==> src/shared/tick_comp_pkg.sv <==
// Shared constants and types for the compensated second tick generator
package tick_comp_pkg;

    // ------------------------------------------------------------
    // Timing
    // ------------------------------------------------------------
    localparam int CLK_PERIOD_NS   = 40;
    localparam int SLOW_HZ         = 32768;
    localparam int SLOW_BITS       = 15;
    localparam int FAST_NOMINAL    = 1000000;
    localparam int WINDOW_SLOW     = 100;
    localparam int STEP_US         = 60;
    localparam int STEP_SLOW       = (STEP_US * SLOW_HZ + 999999) / 1000000;
    localparam int ERR_MAX_STEPS   = 60;
    localparam int SETTLE_NS       = 30000;
    localparam int SETTLE_CYC      =
        (SETTLE_NS + CLK_PERIOD_NS - 1) / CLK_PERIOD_NS;
    localparam logic [14:0] HALF_SECOND = 15'h4000;

    // ------------------------------------------------------------
    // Register byte offsets
    // ------------------------------------------------------------
    localparam logic [7:0] ADDR_CTRL       = 8'h00;
    localparam logic [7:0] ADDR_OFFSET_CAL = 8'h04;
    localparam logic [7:0] ADDR_TEMP_COMP  = 8'h08;
    localparam logic [7:0] ADDR_PLL_ON     = 8'h0C;
    localparam logic [7:0] ADDR_FAST_START = 8'h10;
    localparam logic [7:0] ADDR_STATUS     = 8'h14;
    localparam logic [7:0] ADDR_CAPTURE    = 8'h18;
    localparam logic [7:0] ADDR_TICK_CMP   = 8'h1C;
    localparam logic [7:0] ADDR_EXACT      = 8'h20;
    localparam logic [7:0] ADDR_SENSE_CMD  = 8'h24;
    localparam logic [7:0] ADDR_SENSE_DATA = 8'h28;
    localparam logic [7:0] ADDR_INT_STAT   = 8'h2C;
    localparam logic [7:0] ADDR_INT_EN     = 8'h30;
    localparam logic [7:0] ADDR_INT_CLR    = 8'h34;

    // ------------------------------------------------------------
    // Field positions and reset values
    // ------------------------------------------------------------
    localparam int CTRL_FINE_RUN   = 0;
    localparam int CTRL_CAL_RUN    = 1;
    localparam int IRQ_FINE_TICK   = 0;
    localparam int IRQ_CAL_TICK    = 1;
    localparam int IRQ_SENSE_DONE  = 2;
    localparam int IRQ_TC_READY    = 3;
    localparam int IRQ_BITS        = 4;
    localparam logic [1:0]  CTRL_RST        = 2'h3;
    localparam logic [14:0] PLL_ON_RST      = 15'h7F94;
    localparam logic [14:0] FAST_START_RST  = 15'h7F9C;

    // ------------------------------------------------------------
    // Types
    // ------------------------------------------------------------
    typedef struct packed {
        logic [9:0] ntc;
        logic [9:0] ref_v;
    } sense_t;

    typedef struct packed {
        logic       wr;
        logic [7:0] addr;
    } bus_req_t;

    typedef enum logic [1:0] {F_OFF, F_CAPT, F_LOAD, F_CMP} fine_state_t;

endpackage

==> src/design/second_tick_gen.sv <==
// Compensated second tick generator with AHB-Lite register slave
//
// Functional notes
// [RL1] Offset and temperature ppm corrections held in two separate registers.
// [RL2] Calendar tick corrected in coarse 60 us steps, per tick.
// [RL3] Coarse corrections spread over each minute so 60 ticks sum right.
// [RL4] Fine tick divides the fast clock; one count moves it 1 ppm.
// [RL5] Exact fast counts per second equal nominal minus total ppm error.
// [RL6] Slow domain counts the second; fast clock only the final window.
// [RL7] Slow timer runs free from the crystal clock, up-count with compares.
// [RL8] Fast timer stays off until the slow compare wakes it.
// [RL9] Two slow compares: loop enable, then fast tick placement.
// [RL10] Fast clock enabled several slow cycles before it is relied on.
// [RL11] At enable compare, fast clock on, fast timer captures each slow edge.
// [RL12] At later compare, captured count plus window minus error becomes the tick compare.
// [RL13] After the tick, fast timer and fast clock are switched off.
// [RL14] Tick placement uses a hardware capture taken on the slow edge.
// [RL15] Measurement raises sensor power, samples both voltages, lowers power.
// [RL16] Temperature value accepted only while the ready flag is set.
// [RL17] Fine tick output is a square wave, once per second.
// [RL18] Nominal fast counts per second is a parameter, default one million.
`timescale 1ns/1ps
module second_tick_gen #(
    parameter int NOMINAL = tick_comp_pkg::FAST_NOMINAL, // RL18
    parameter int SETTLE  = tick_comp_pkg::SETTLE_CYC
) (
    input  wire logic        clk,
    input  wire logic        rst,
    input  wire logic        hsel,
    input  wire logic [31:0] haddr,
    input  wire logic [1:0]  htrans,
    input  wire logic        hwrite,
    input  wire logic [2:0]  hsize,
    input  wire logic [31:0] hwdata,
    input  wire logic        hready,
    output logic             hreadyout,
    output logic             hresp,
    output logic [31:0]      hrdata,
    input  wire logic        slow_clk_pin,
    input  wire logic        fast_clk_pin,
    input  wire logic [9:0]  adc_ref,
    input  wire logic [9:0]  adc_ntc,
    output logic             fll_enable,
    output logic             fine_tick,
    output logic             tick_output_pin,
    output logic             sensor_power,
    output logic             irq
);

    localparam logic [19:0] WINDOW_FAST =
        20'(NOMINAL * tick_comp_pkg::WINDOW_SLOW / tick_comp_pkg::SLOW_HZ);
    localparam logic [14:0] HALF_LOCAL = tick_comp_pkg::HALF_SECOND;

    // ------------------------------------------------------------
    // Pin synchronisers
    // ------------------------------------------------------------
    logic [2:0]            slow_sync_reg;
    logic [2:0]            fast_sync_reg;
    tick_comp_pkg::sense_t adc_s1_reg;
    tick_comp_pkg::sense_t adc_s2_reg;
    logic                  slow_rise;
    logic                  fast_rise;

    always_ff @(posedge clk)
    begin
        if (rst)
        begin
            slow_sync_reg <= 3'h0;
            fast_sync_reg <= 3'h0;
            adc_s1_reg    <= '0;
            adc_s2_reg    <= '0;
        end
        else
        begin
            slow_sync_reg <= {slow_sync_reg[1:0], slow_clk_pin};
            fast_sync_reg <= {fast_sync_reg[1:0], fast_clk_pin};
            adc_s1_reg    <= '{ntc: adc_ntc, ref_v: adc_ref};
            adc_s2_reg    <= adc_s1_reg;
        end
    end

    assign slow_rise = slow_sync_reg[1] & ~slow_sync_reg[2];
    assign fast_rise = fast_sync_reg[1] & ~fast_sync_reg[2];

    // ------------------------------------------------------------
    // Registers written by software
    // ------------------------------------------------------------
    logic [1:0]          ctrl_reg;
    logic signed [15:0]  offset_cal_reg;
    logic signed [15:0]  temp_comp_reg;
    logic [14:0]         pll_on_cmp_reg;
    logic [14:0]         fast_start_cmp_reg;
    logic [3:0]          int_en_reg;
    logic                temp_comp_ready_flag;
    tick_comp_pkg::bus_req_t req_reg;
    logic                req_valid_reg;
    logic                wr_now;
    logic                sense_start;
    logic                tc_ready_set;

    assign hreadyout = 1'b1;
    assign hresp     = 1'b0;
    assign wr_now    = req_valid_reg & req_reg.wr;
    assign sense_start = wr_now
        & (req_reg.addr == tick_comp_pkg::ADDR_SENSE_CMD) & hwdata[0];

    always_ff @(posedge clk)
    begin
        if (rst)
        begin
            req_valid_reg <= 1'b0;
            req_reg       <= '0;
        end
        else if (hready)
        begin
            req_valid_reg <= hsel & htrans[1];
            req_reg       <= '{wr: hwrite, addr: haddr[7:0]};
        end
    end

    always_ff @(posedge clk)
    begin
        if (rst)
        begin
            ctrl_reg           <= tick_comp_pkg::CTRL_RST;
            offset_cal_reg     <= 16'sh0000;
            temp_comp_reg      <= 16'sh0000;
            pll_on_cmp_reg     <= tick_comp_pkg::PLL_ON_RST;
            fast_start_cmp_reg <= tick_comp_pkg::FAST_START_RST;
            int_en_reg         <= 4'h0;
        end
        else if (wr_now)
        begin
            case (req_reg.addr)
                tick_comp_pkg::ADDR_CTRL:
                    ctrl_reg <= hwdata[1:0];
                tick_comp_pkg::ADDR_OFFSET_CAL:
                    offset_cal_reg <= hwdata[15:0]; // RL1
                tick_comp_pkg::ADDR_TEMP_COMP:
                begin
                    if (temp_comp_ready_flag)
                        temp_comp_reg <= hwdata[15:0]; // RL1 RL16
                end
                tick_comp_pkg::ADDR_PLL_ON:
                    pll_on_cmp_reg <= hwdata[14:0]; // RL9
                tick_comp_pkg::ADDR_FAST_START:
                    fast_start_cmp_reg <= hwdata[14:0]; // RL9
                tick_comp_pkg::ADDR_INT_EN:
                    int_en_reg <= hwdata[3:0];
                default:
                    int_en_reg <= int_en_reg;
            endcase
        end
    end

    // Ready drops on an accepted write and returns at the minute mark
    always_ff @(posedge clk)
    begin
        if (rst)
            temp_comp_ready_flag <= 1'b1;
        else if (tc_ready_set)
            temp_comp_ready_flag <= 1'b1;
        else if (wr_now && req_reg.addr == tick_comp_pkg::ADDR_TEMP_COMP)
            temp_comp_ready_flag <= 1'b0; // RL16
    end

    // ------------------------------------------------------------
    // Total error and exact count per second
    // ------------------------------------------------------------
    logic signed [16:0] err_total;
    logic [20:0]        exact_cnt_reg;

    assign err_total = 17'(offset_cal_reg) + 17'(temp_comp_reg); // RL1

    always_ff @(posedge clk)
    begin
        if (rst)
            exact_cnt_reg <= 21'(NOMINAL);
        else
            exact_cnt_reg <= 21'(NOMINAL) - 21'(err_total); // RL5
    end

    // ------------------------------------------------------------
    // Slow timer
    // ------------------------------------------------------------
    logic [14:0] slow_cnt_reg;

    always_ff @(posedge clk)
    begin
        if (rst)
            slow_cnt_reg <= 15'h0000;
        else if (slow_rise)
            slow_cnt_reg <= slow_cnt_reg + 15'h0001; // RL6 RL7
    end

    // ------------------------------------------------------------
    // Fine tick sequence
    // ------------------------------------------------------------
    tick_comp_pkg::fine_state_t fine_state_reg;
    logic [19:0] fast_cnt_reg;
    logic [19:0] fast_capture_reg;
    logic [19:0] fast_tick_compare;
    logic        fine_fire;

    assign fine_fire = (fine_state_reg == tick_comp_pkg::F_CMP)
        && (fast_cnt_reg >= fast_tick_compare);

    always_ff @(posedge clk)
    begin
        if (rst)
            fine_state_reg <= tick_comp_pkg::F_OFF;
        else
        begin
            case (fine_state_reg)
                tick_comp_pkg::F_OFF:
                    if (ctrl_reg[tick_comp_pkg::CTRL_FINE_RUN] && slow_rise
                        && slow_cnt_reg == pll_on_cmp_reg)
                        fine_state_reg <= tick_comp_pkg::F_CAPT; // RL8 RL11
                tick_comp_pkg::F_CAPT:
                    if (slow_rise && slow_cnt_reg == fast_start_cmp_reg)
                        fine_state_reg <= tick_comp_pkg::F_LOAD; // RL10
                tick_comp_pkg::F_LOAD:
                    fine_state_reg <= tick_comp_pkg::F_CMP; // RL12
                tick_comp_pkg::F_CMP:
                    if (fine_fire)
                        fine_state_reg <= tick_comp_pkg::F_OFF; // RL13
                default:
                    fine_state_reg <= tick_comp_pkg::F_OFF;
            endcase
        end
    end

    // Fast clock request held from enable compare until the tick
    assign fll_enable = (fine_state_reg != tick_comp_pkg::F_OFF); // RL10 RL13

    always_ff @(posedge clk)
    begin
        if (rst)
            fast_cnt_reg <= 20'h00000;
        else if (fine_state_reg == tick_comp_pkg::F_OFF)
            fast_cnt_reg <= 20'h00000; // RL8 RL13
        else if (fast_rise)
            fast_cnt_reg <= fast_cnt_reg + 20'h00001; // RL4
    end

    always_ff @(posedge clk)
    begin
        if (rst)
            fast_capture_reg <= 20'h00000;
        else if (fine_state_reg == tick_comp_pkg::F_CAPT && slow_rise)
            fast_capture_reg <= fast_cnt_reg; // RL11 RL14
    end

    always_ff @(posedge clk)
    begin
        if (rst)
            fast_tick_compare <= 20'h00000;
        else if (fine_state_reg == tick_comp_pkg::F_LOAD)
            fast_tick_compare <= fast_capture_reg + WINDOW_FAST
                - 20'(err_total); // RL4 RL12 RL14
    end

    always_ff @(posedge clk)
    begin
        if (rst)
            fine_tick <= 1'b0;
        else if (fine_fire)
            fine_tick <= 1'b1; // RL17
        else if (slow_rise && slow_cnt_reg == HALF_LOCAL)
            fine_tick <= 1'b0; // RL17
    end

    // ------------------------------------------------------------
    // Calendar tick with coarse correction
    // ------------------------------------------------------------
    logic [16:0] cal_cnt_reg;
    logic [5:0]  sec_in_min_reg;
    logic [16:0] err_mag;
    logic [16:0] cal_last;
    logic        cal_wrap;

    always_comb
    begin
        err_mag = err_total[16] ? 17'(-err_total) : 17'(err_total);
        if (err_mag > 17'(tick_comp_pkg::ERR_MAX_STEPS))
            err_mag = 17'(tick_comp_pkg::ERR_MAX_STEPS);
        cal_last = 17'(tick_comp_pkg::SLOW_HZ - 1);
        if (17'(sec_in_min_reg) < err_mag)
        begin
            if (err_total[16])
                cal_last = cal_last - 17'(tick_comp_pkg::STEP_SLOW); // RL2
            else
                cal_last = cal_last + 17'(tick_comp_pkg::STEP_SLOW); // RL2
        end
    end

    assign cal_wrap = slow_rise && (cal_cnt_reg >= cal_last);
    assign tc_ready_set = cal_wrap && (sec_in_min_reg == 6'h3B);

    always_ff @(posedge clk)
    begin
        if (rst)
        begin
            cal_cnt_reg    <= 17'h00000;
            sec_in_min_reg <= 6'h00;
        end
        else if (!ctrl_reg[tick_comp_pkg::CTRL_CAL_RUN])
        begin
            cal_cnt_reg    <= 17'h00000;
            sec_in_min_reg <= 6'h00;
        end
        else if (cal_wrap)
        begin
            cal_cnt_reg    <= 17'h00000;
            sec_in_min_reg <= (sec_in_min_reg == 6'h3B) ? 6'h00
                : sec_in_min_reg + 6'h01; // RL3
        end
        else if (slow_rise)
            cal_cnt_reg <= cal_cnt_reg + 17'h00001;
    end

    always_ff @(posedge clk)
    begin
        if (rst)
            tick_output_pin <= 1'b0;
        else
            tick_output_pin <= ctrl_reg[tick_comp_pkg::CTRL_CAL_RUN]
                && (cal_cnt_reg < 17'(HALF_LOCAL)); // RL2
    end

    // ------------------------------------------------------------
    // Sensor sequencer
    // ------------------------------------------------------------
    tick_comp_pkg::sense_t sense_result;
    logic                  sense_done;
    logic                  sense_busy;

    sensor_seq #(
        .SETTLE    (SETTLE)
    ) u_sense (
        .clk       (clk),
        .rst       (rst),
        .start     (sense_start),
        .sample_in (adc_s2_reg),
        .power     (sensor_power),
        .result    (sense_result),
        .done      (sense_done),
        .busy      (sense_busy)
    );

    // ------------------------------------------------------------
    // Interrupts
    // ------------------------------------------------------------
    logic [3:0] int_stat_reg;
    logic [3:0] int_set;
    logic [3:0] int_clr;

    assign int_set = {tc_ready_set, sense_done, cal_wrap, fine_fire};
    assign int_clr = (wr_now && req_reg.addr == tick_comp_pkg::ADDR_INT_CLR)
        ? hwdata[3:0] : 4'h0;

    always_ff @(posedge clk)
    begin
        if (rst)
            int_stat_reg <= 4'h0;
        else
            int_stat_reg <= (int_stat_reg & ~int_clr) | int_set;
    end

    always_ff @(posedge clk)
    begin
        if (rst)
            irq <= 1'b0;
        else
            irq <= |(int_stat_reg & int_en_reg);
    end

    // ------------------------------------------------------------
    // Read data, registered in the address phase
    // ------------------------------------------------------------
    logic [31:0] rd_mux;

    always_comb
    begin
        rd_mux = 32'h00000000;
        case (haddr[7:0])
            tick_comp_pkg::ADDR_CTRL:
                rd_mux = {30'h0, ctrl_reg};
            tick_comp_pkg::ADDR_OFFSET_CAL:
                rd_mux = {16'h0000, offset_cal_reg};
            tick_comp_pkg::ADDR_TEMP_COMP:
                rd_mux = {16'h0000, temp_comp_reg};
            tick_comp_pkg::ADDR_PLL_ON:
                rd_mux = {17'h0, pll_on_cmp_reg};
            tick_comp_pkg::ADDR_FAST_START:
                rd_mux = {17'h0, fast_start_cmp_reg};
            tick_comp_pkg::ADDR_STATUS:
                rd_mux = {26'h0, sense_busy, fll_enable,
                          fine_state_reg, 1'b0, temp_comp_ready_flag};
            tick_comp_pkg::ADDR_CAPTURE:
                rd_mux = {12'h000, fast_capture_reg};
            tick_comp_pkg::ADDR_TICK_CMP:
                rd_mux = {12'h000, fast_tick_compare};
            tick_comp_pkg::ADDR_EXACT:
                rd_mux = {11'h000, exact_cnt_reg};
            tick_comp_pkg::ADDR_SENSE_DATA:
                rd_mux = {6'h00, sense_result.ntc, 6'h00, sense_result.ref_v};
            tick_comp_pkg::ADDR_INT_STAT:
                rd_mux = {28'h0000000, int_stat_reg};
            tick_comp_pkg::ADDR_INT_EN:
                rd_mux = {28'h0000000, int_en_reg};
            default:
                rd_mux = 32'h00000000;
        endcase
    end

    always_ff @(posedge clk)
    begin
        if (rst)
            hrdata <= 32'h00000000;
        else if (hready && hsel && htrans[1] && !hwrite)
            hrdata <= rd_mux;
    end

endmodule

==> src/design/sensor_seq.sv <==
// Power and sampling sequencer for the NTC divider
`timescale 1ns/1ps
module sensor_seq #(
    parameter int SETTLE = tick_comp_pkg::SETTLE_CYC
) (
    input  wire logic                  clk,
    input  wire logic                  rst,
    input  wire logic                  start,
    input  wire tick_comp_pkg::sense_t sample_in,
    output logic                       power,
    output tick_comp_pkg::sense_t      result,
    output logic                       done,
    output logic                       busy
);

    typedef enum logic [1:0] {S_IDLE, S_REF, S_NTC} seq_state_t;

    seq_state_t  state_reg;
    logic [15:0] wait_reg;

    // ------------------------------------------------------------
    // Sequence: power up, settle, sample reference, sample NTC
    // ------------------------------------------------------------
    always_ff @(posedge clk)
    begin
        if (rst)
        begin
            state_reg <= S_IDLE;
            wait_reg  <= 16'h0000;
            power     <= 1'b0;
            done      <= 1'b0;
            result    <= '0;
        end
        else
        begin
            done <= 1'b0;
            case (state_reg)
                S_IDLE:
                begin
                    if (start)
                    begin
                        power     <= 1'b1; // RL15
                        wait_reg  <= 16'(SETTLE - 1);
                        state_reg <= S_REF;
                    end
                end
                S_REF:
                begin
                    if (wait_reg == 16'h0000)
                    begin
                        result.ref_v <= sample_in.ref_v; // RL15
                        wait_reg     <= 16'(SETTLE - 1);
                        state_reg    <= S_NTC;
                    end
                    else
                        wait_reg <= wait_reg - 16'h0001;
                end
                S_NTC:
                begin
                    if (wait_reg == 16'h0000)
                    begin
                        result.ntc <= sample_in.ntc; // RL15
                        power      <= 1'b0; // RL15
                        done       <= 1'b1;
                        state_reg  <= S_IDLE;
                    end
                    else
                        wait_reg <= wait_reg - 16'h0001;
                end
                default:
                    state_reg <= S_IDLE;
            endcase
        end
    end

    assign busy = (state_reg != S_IDLE);

endmodule

==> config.mk <==
export PLATFORM = sky130hd
export DESIGN_NAME = second_tick_gen
export DESIGN_NICKNAME = d
export VERILOG_FILES = /design/src/shared/tick_comp_pkg.sv /design/src/design/second_tick_gen.sv /design/src/design/sensor_seq.sv
export SDC_FILE = /design/constraint.sdc
export NUM_CORES = 1
export LEC_CHECK = 0
export ABC_AREA = 1
export BUFFER_PORTS_ARGS = -buffer_cell sky130_fd_sc_hd__buf_2
export CAP_MARGIN = 20
export CORE_MARGIN = 8
export CORE_UTILIZATION = 60
export CTS_BUF_LIST = sky130_fd_sc_hd__clkbuf_2
export DETAILED_ROUTE_END_ITERATION = 12
export GPL_TIMING_DRIVEN = 0
export HOLD_SLACK_MARGIN = 0.1
export PLACE_DENSITY = 0.83
export SLEW_MARGIN = 30
export SYNTH_ARGS = -nofsm -noshare
export SYNTH_HDL_FRONTEND = slang
export SYNTH_SLANG_ARGS = --single-unit
==> constraint.sdc <==
create_clock -name clk -period 7.5 [get_ports clk]
set_input_delay 0.75 -clock clk [delete_from_list [all_inputs] [get_ports clk]]
set_output_delay 0.75 -clock clk [all_outputs]
set_load 0.01 [all_outputs]
==> impl_metrics.json <==
{
  "status": "finished, final reports clean",
  "netlist.area_leader.share": 0.3738,
  "viasPerCell": 5.778,
  "slowest_stage": "fa_1",
  "cpPeakStageDelay_ps": 490,
  "worst-setup-path-type": "register to register",
  "antenna_left": 0,
  "finalHoldViolations": 0,
  "layout-drive-gt1-share": 0.1037,
  "max-vdd-ir-drop_mv": 0.1584,
  "grt_start_max_net_pins": 14,
  "cp.arrival_ps": 7710,
  "die_y_microns": 184.8,
  "final_cells": 3022,
  "fin_crit_sh": 0.9137,
  "maxCapViolCount": 0,
  "p_clk_frac": 0.358,
  "critPathCaptureType": "register",
  "multi_input_area_sq_mm": 0.008900,
  "setup_violations": 0,
  "synth_seq_cells": 319,
  "cts_tree": "done",
  "dpl.hpwl_microns": 42550,
  "routedWlPerCell_microns": 18.82,
  "die_w_microns": 184.8,
  "leakage_nw": 8.709,
  "crit_required_ps": 8350,
  "fin_ws_ps": 647.3,
  "hold_path.class": "input port to register",
  "synth_area_leader_cell": "dfxtp_1",
  "drt_iter0_drc": 1769,
  "p_sw_frac": 0.3061,
  "clock_sinks": 319,
  "post_cts_buffers": 0,
  "async_reset_ff_frac": 0,
  "ys_types": 59,
  "clk_pin_slew_worst_paths_ps": 120,
  "clockBufferDepth": 3,
  "grt_first_pass_wirelength_microns": 88040,
  "drv_slew": 0,
  "fmax_ghz": 0.1459,
  "cp-start-kind": "register",
  "fin_tns_setup_ps": 0,
  "min_period_ps": 6853,
  "synth_area_leaders": "dfxtp_1, inv_1, nand2_1",
  "powerDensity_mw_per_mm2": 176.8,
  "yosysWarningCount": 0,
  "syn_avg_cell_area_sq_um": 7.134,
  "synth_cells": 2395,
  "synth_seq_area_share": 0.3738,
  "drt-total-wl_microns": 56890,
  "clock_skew_ps": 99.40,
  "cp_common_cell": "nand2_1",
  "numCtsBuffers": 81,
  "seqCellArea_sq_mm": 0.006386,
  "ios": 135,
  "nNetsFinal": 2801,
  "antenna_found_initial": 1,
  "cp_max_fo": 13,
  "die_area_sq_mm": 0.03413,
  "ys.flop_type": "dfxtp_1",
  "initial_core_util": 0.6117,
  "cts_root_buffer": "clkbuf_2",
  "power_frac_seq": 0.526,
  "relSlewSlack": 0.3458,
  "synth-edff-count": 0,
  "grt_usage": 0.3266,
  "gp_congestion": 1.033,
  "synth_area_sq_mm": 0.01709,
  "vias": 17461,
  "core.rowCount": 61,
  "post-place-ws_ps": 393.1,
  "p_int_w": 0.002332,
  "overflow": 0,
  "fillers": 2444,
  "grt_pass1_vias": 16761,
  "cts.htree.levels": 3,
  "p_comb_frac": 0.115,
  "switchingPower_w": 0.001029,
  "core_sq_mm": 0.02793,
  "drt_first_pass_iters": 6,
  "rsz0062_at_grt": "false",
  "insertion_delay_ps": 940,
  "largest_reg_flops": 26,
  "dpl.cell_count": 2860,
  "tightest_slew_ps": 973.8,
  "io_buffers": 81,
  "syn2layout_area_growth_pct": 11.26,
  "drc": 0
}
## worst max-delay path: cells and delay by family (launching register included)
kind	cells	cell delay [ps]
AND/OR/NAND/NOR	20	3240
flip-flops	1	400
buffers and inverters	3	490
adder cells (fa/ha/maj)	4	1360
AO/OA/AOI/OAI	9	1290
## area by class of cell
type / count / area share
Timing Repair Buffer: 110 / 0.03659
Clock buffer: 110 / 0.02896
Tap cell: 378 / 0.02488
Sequential cell: 319 / 0.3359
Inverter: 398 / 0.07885
Clock inverter: 22 / 0.008359
Multi-Input combinational cell: 1604 / 0.4681
Buffer: 80 / 0.01817
Antenna cell: 1 / 0.0001316
## cells in the final DEF (no fill, tap or decap), types with 49 or more instances in the layout
master,count
inv_1,387
nand2_1,381
dfxtp_1,319
a21oi_1,255
nor2_1,226
o21ai_0,190
clkbuf_2,110
ha_1,109
nand3_1,98
buf_2,81
clkbuf_1,66
nor3_1,49
## synthesized netlist by cell type, types with 17 or more instances
master    number
inv_1        387
nand4_1       31
dfxtp_1      319
xor2_1        41
a221oi_1      19
o21ai_0      190
nand2_1      381
o22ai_1       36
nand2_2       17
clkbuf_1      66
o211ai_1      30
nand3_1       98
nor3_1        49
ha_1         109
nor2_1       227
a21oi_1      255
## through the flow
stage | utilization | cell area, sq um | total power [W] | hold slack (ps)
2_1_floorplan | - | 17110 | 0.002057 | 388.3
3_3_place_gp | 0.6439 | 17990 | 0.002155 | 391.0
3_5_place_dp | 0.6442 | 18000 | 0.002167 | 392.7
4_1_cts | 0.6800 | 19000 | 0.003334 | 112.0
5_1_grt | 0.6806 | 19010 | 0.003504 | 102.7
6_report | 0.6806 | 19010 | 0.003361 | 134.1
## power by group through the flow
stage	registers, W	logic [W]	clock network (W)
detailed placement	0.00181	0.000361	0
global placement	0.00180	0.000350	0
finish	0.00177	0.000388	0.00120
floorplan	0.00180	0.000258	0
global route	0.00177	0.000432	0.00130
CTS	0.00177	0.000375	0.00119
## logic make-up after synthesis
family / count (synthesis) / synth area share
other: 2 / 0.0004395
DFF: 319 / 0.3738
buffers and inverters: 478 / 0.1079
xor gates and xnor gates: 52 / 0.02709
and+or+nand+nor: 858 / 0.2209
adders and majority gates: 111 / 0.08216
AOI/OAI and AO/OA: 575 / 0.1877
## path summary, 6_finish.rpt
kind | start | to | slack [ps] | cells after the start
hold / removal | hwdata[7] | pll_on_cmp_reg[7]$_SDFFE_PP1P_ | 130 | 3
setup / recovery | offset_cal_reg[0]$_SDFFE_PP0P_ | cal_cnt_reg[14]$_SDFFE_PP0P_ | 650 | 36
setup reg to reg | offset_cal_reg[0]$_SDFFE_PP0P_ | cal_cnt_reg[14]$_SDFFE_PP0P_ | 650 | 36
hold reg to reg | slow_sync_reg[0]$_SDFF_PP0_ | slow_sync_reg[1]$_SDFF_PP0_ | 400 | 2
## routing by layer
layer  wire length, microns  track usage
met1                  23000       0.4102
met2                  25400       0.5222
met3                   5565      0.06241
met4                   2925       0.1812
met5                      0            0
## repair_timing
action / CTS / global route
hold endpoints to repair: 29 / 0
hold buffers: 29 / 0
resized for setup: 0 / 3
setup endpoints to repair: 0 / 25
No activity file was read; power rests on OpenSTA's default activity.
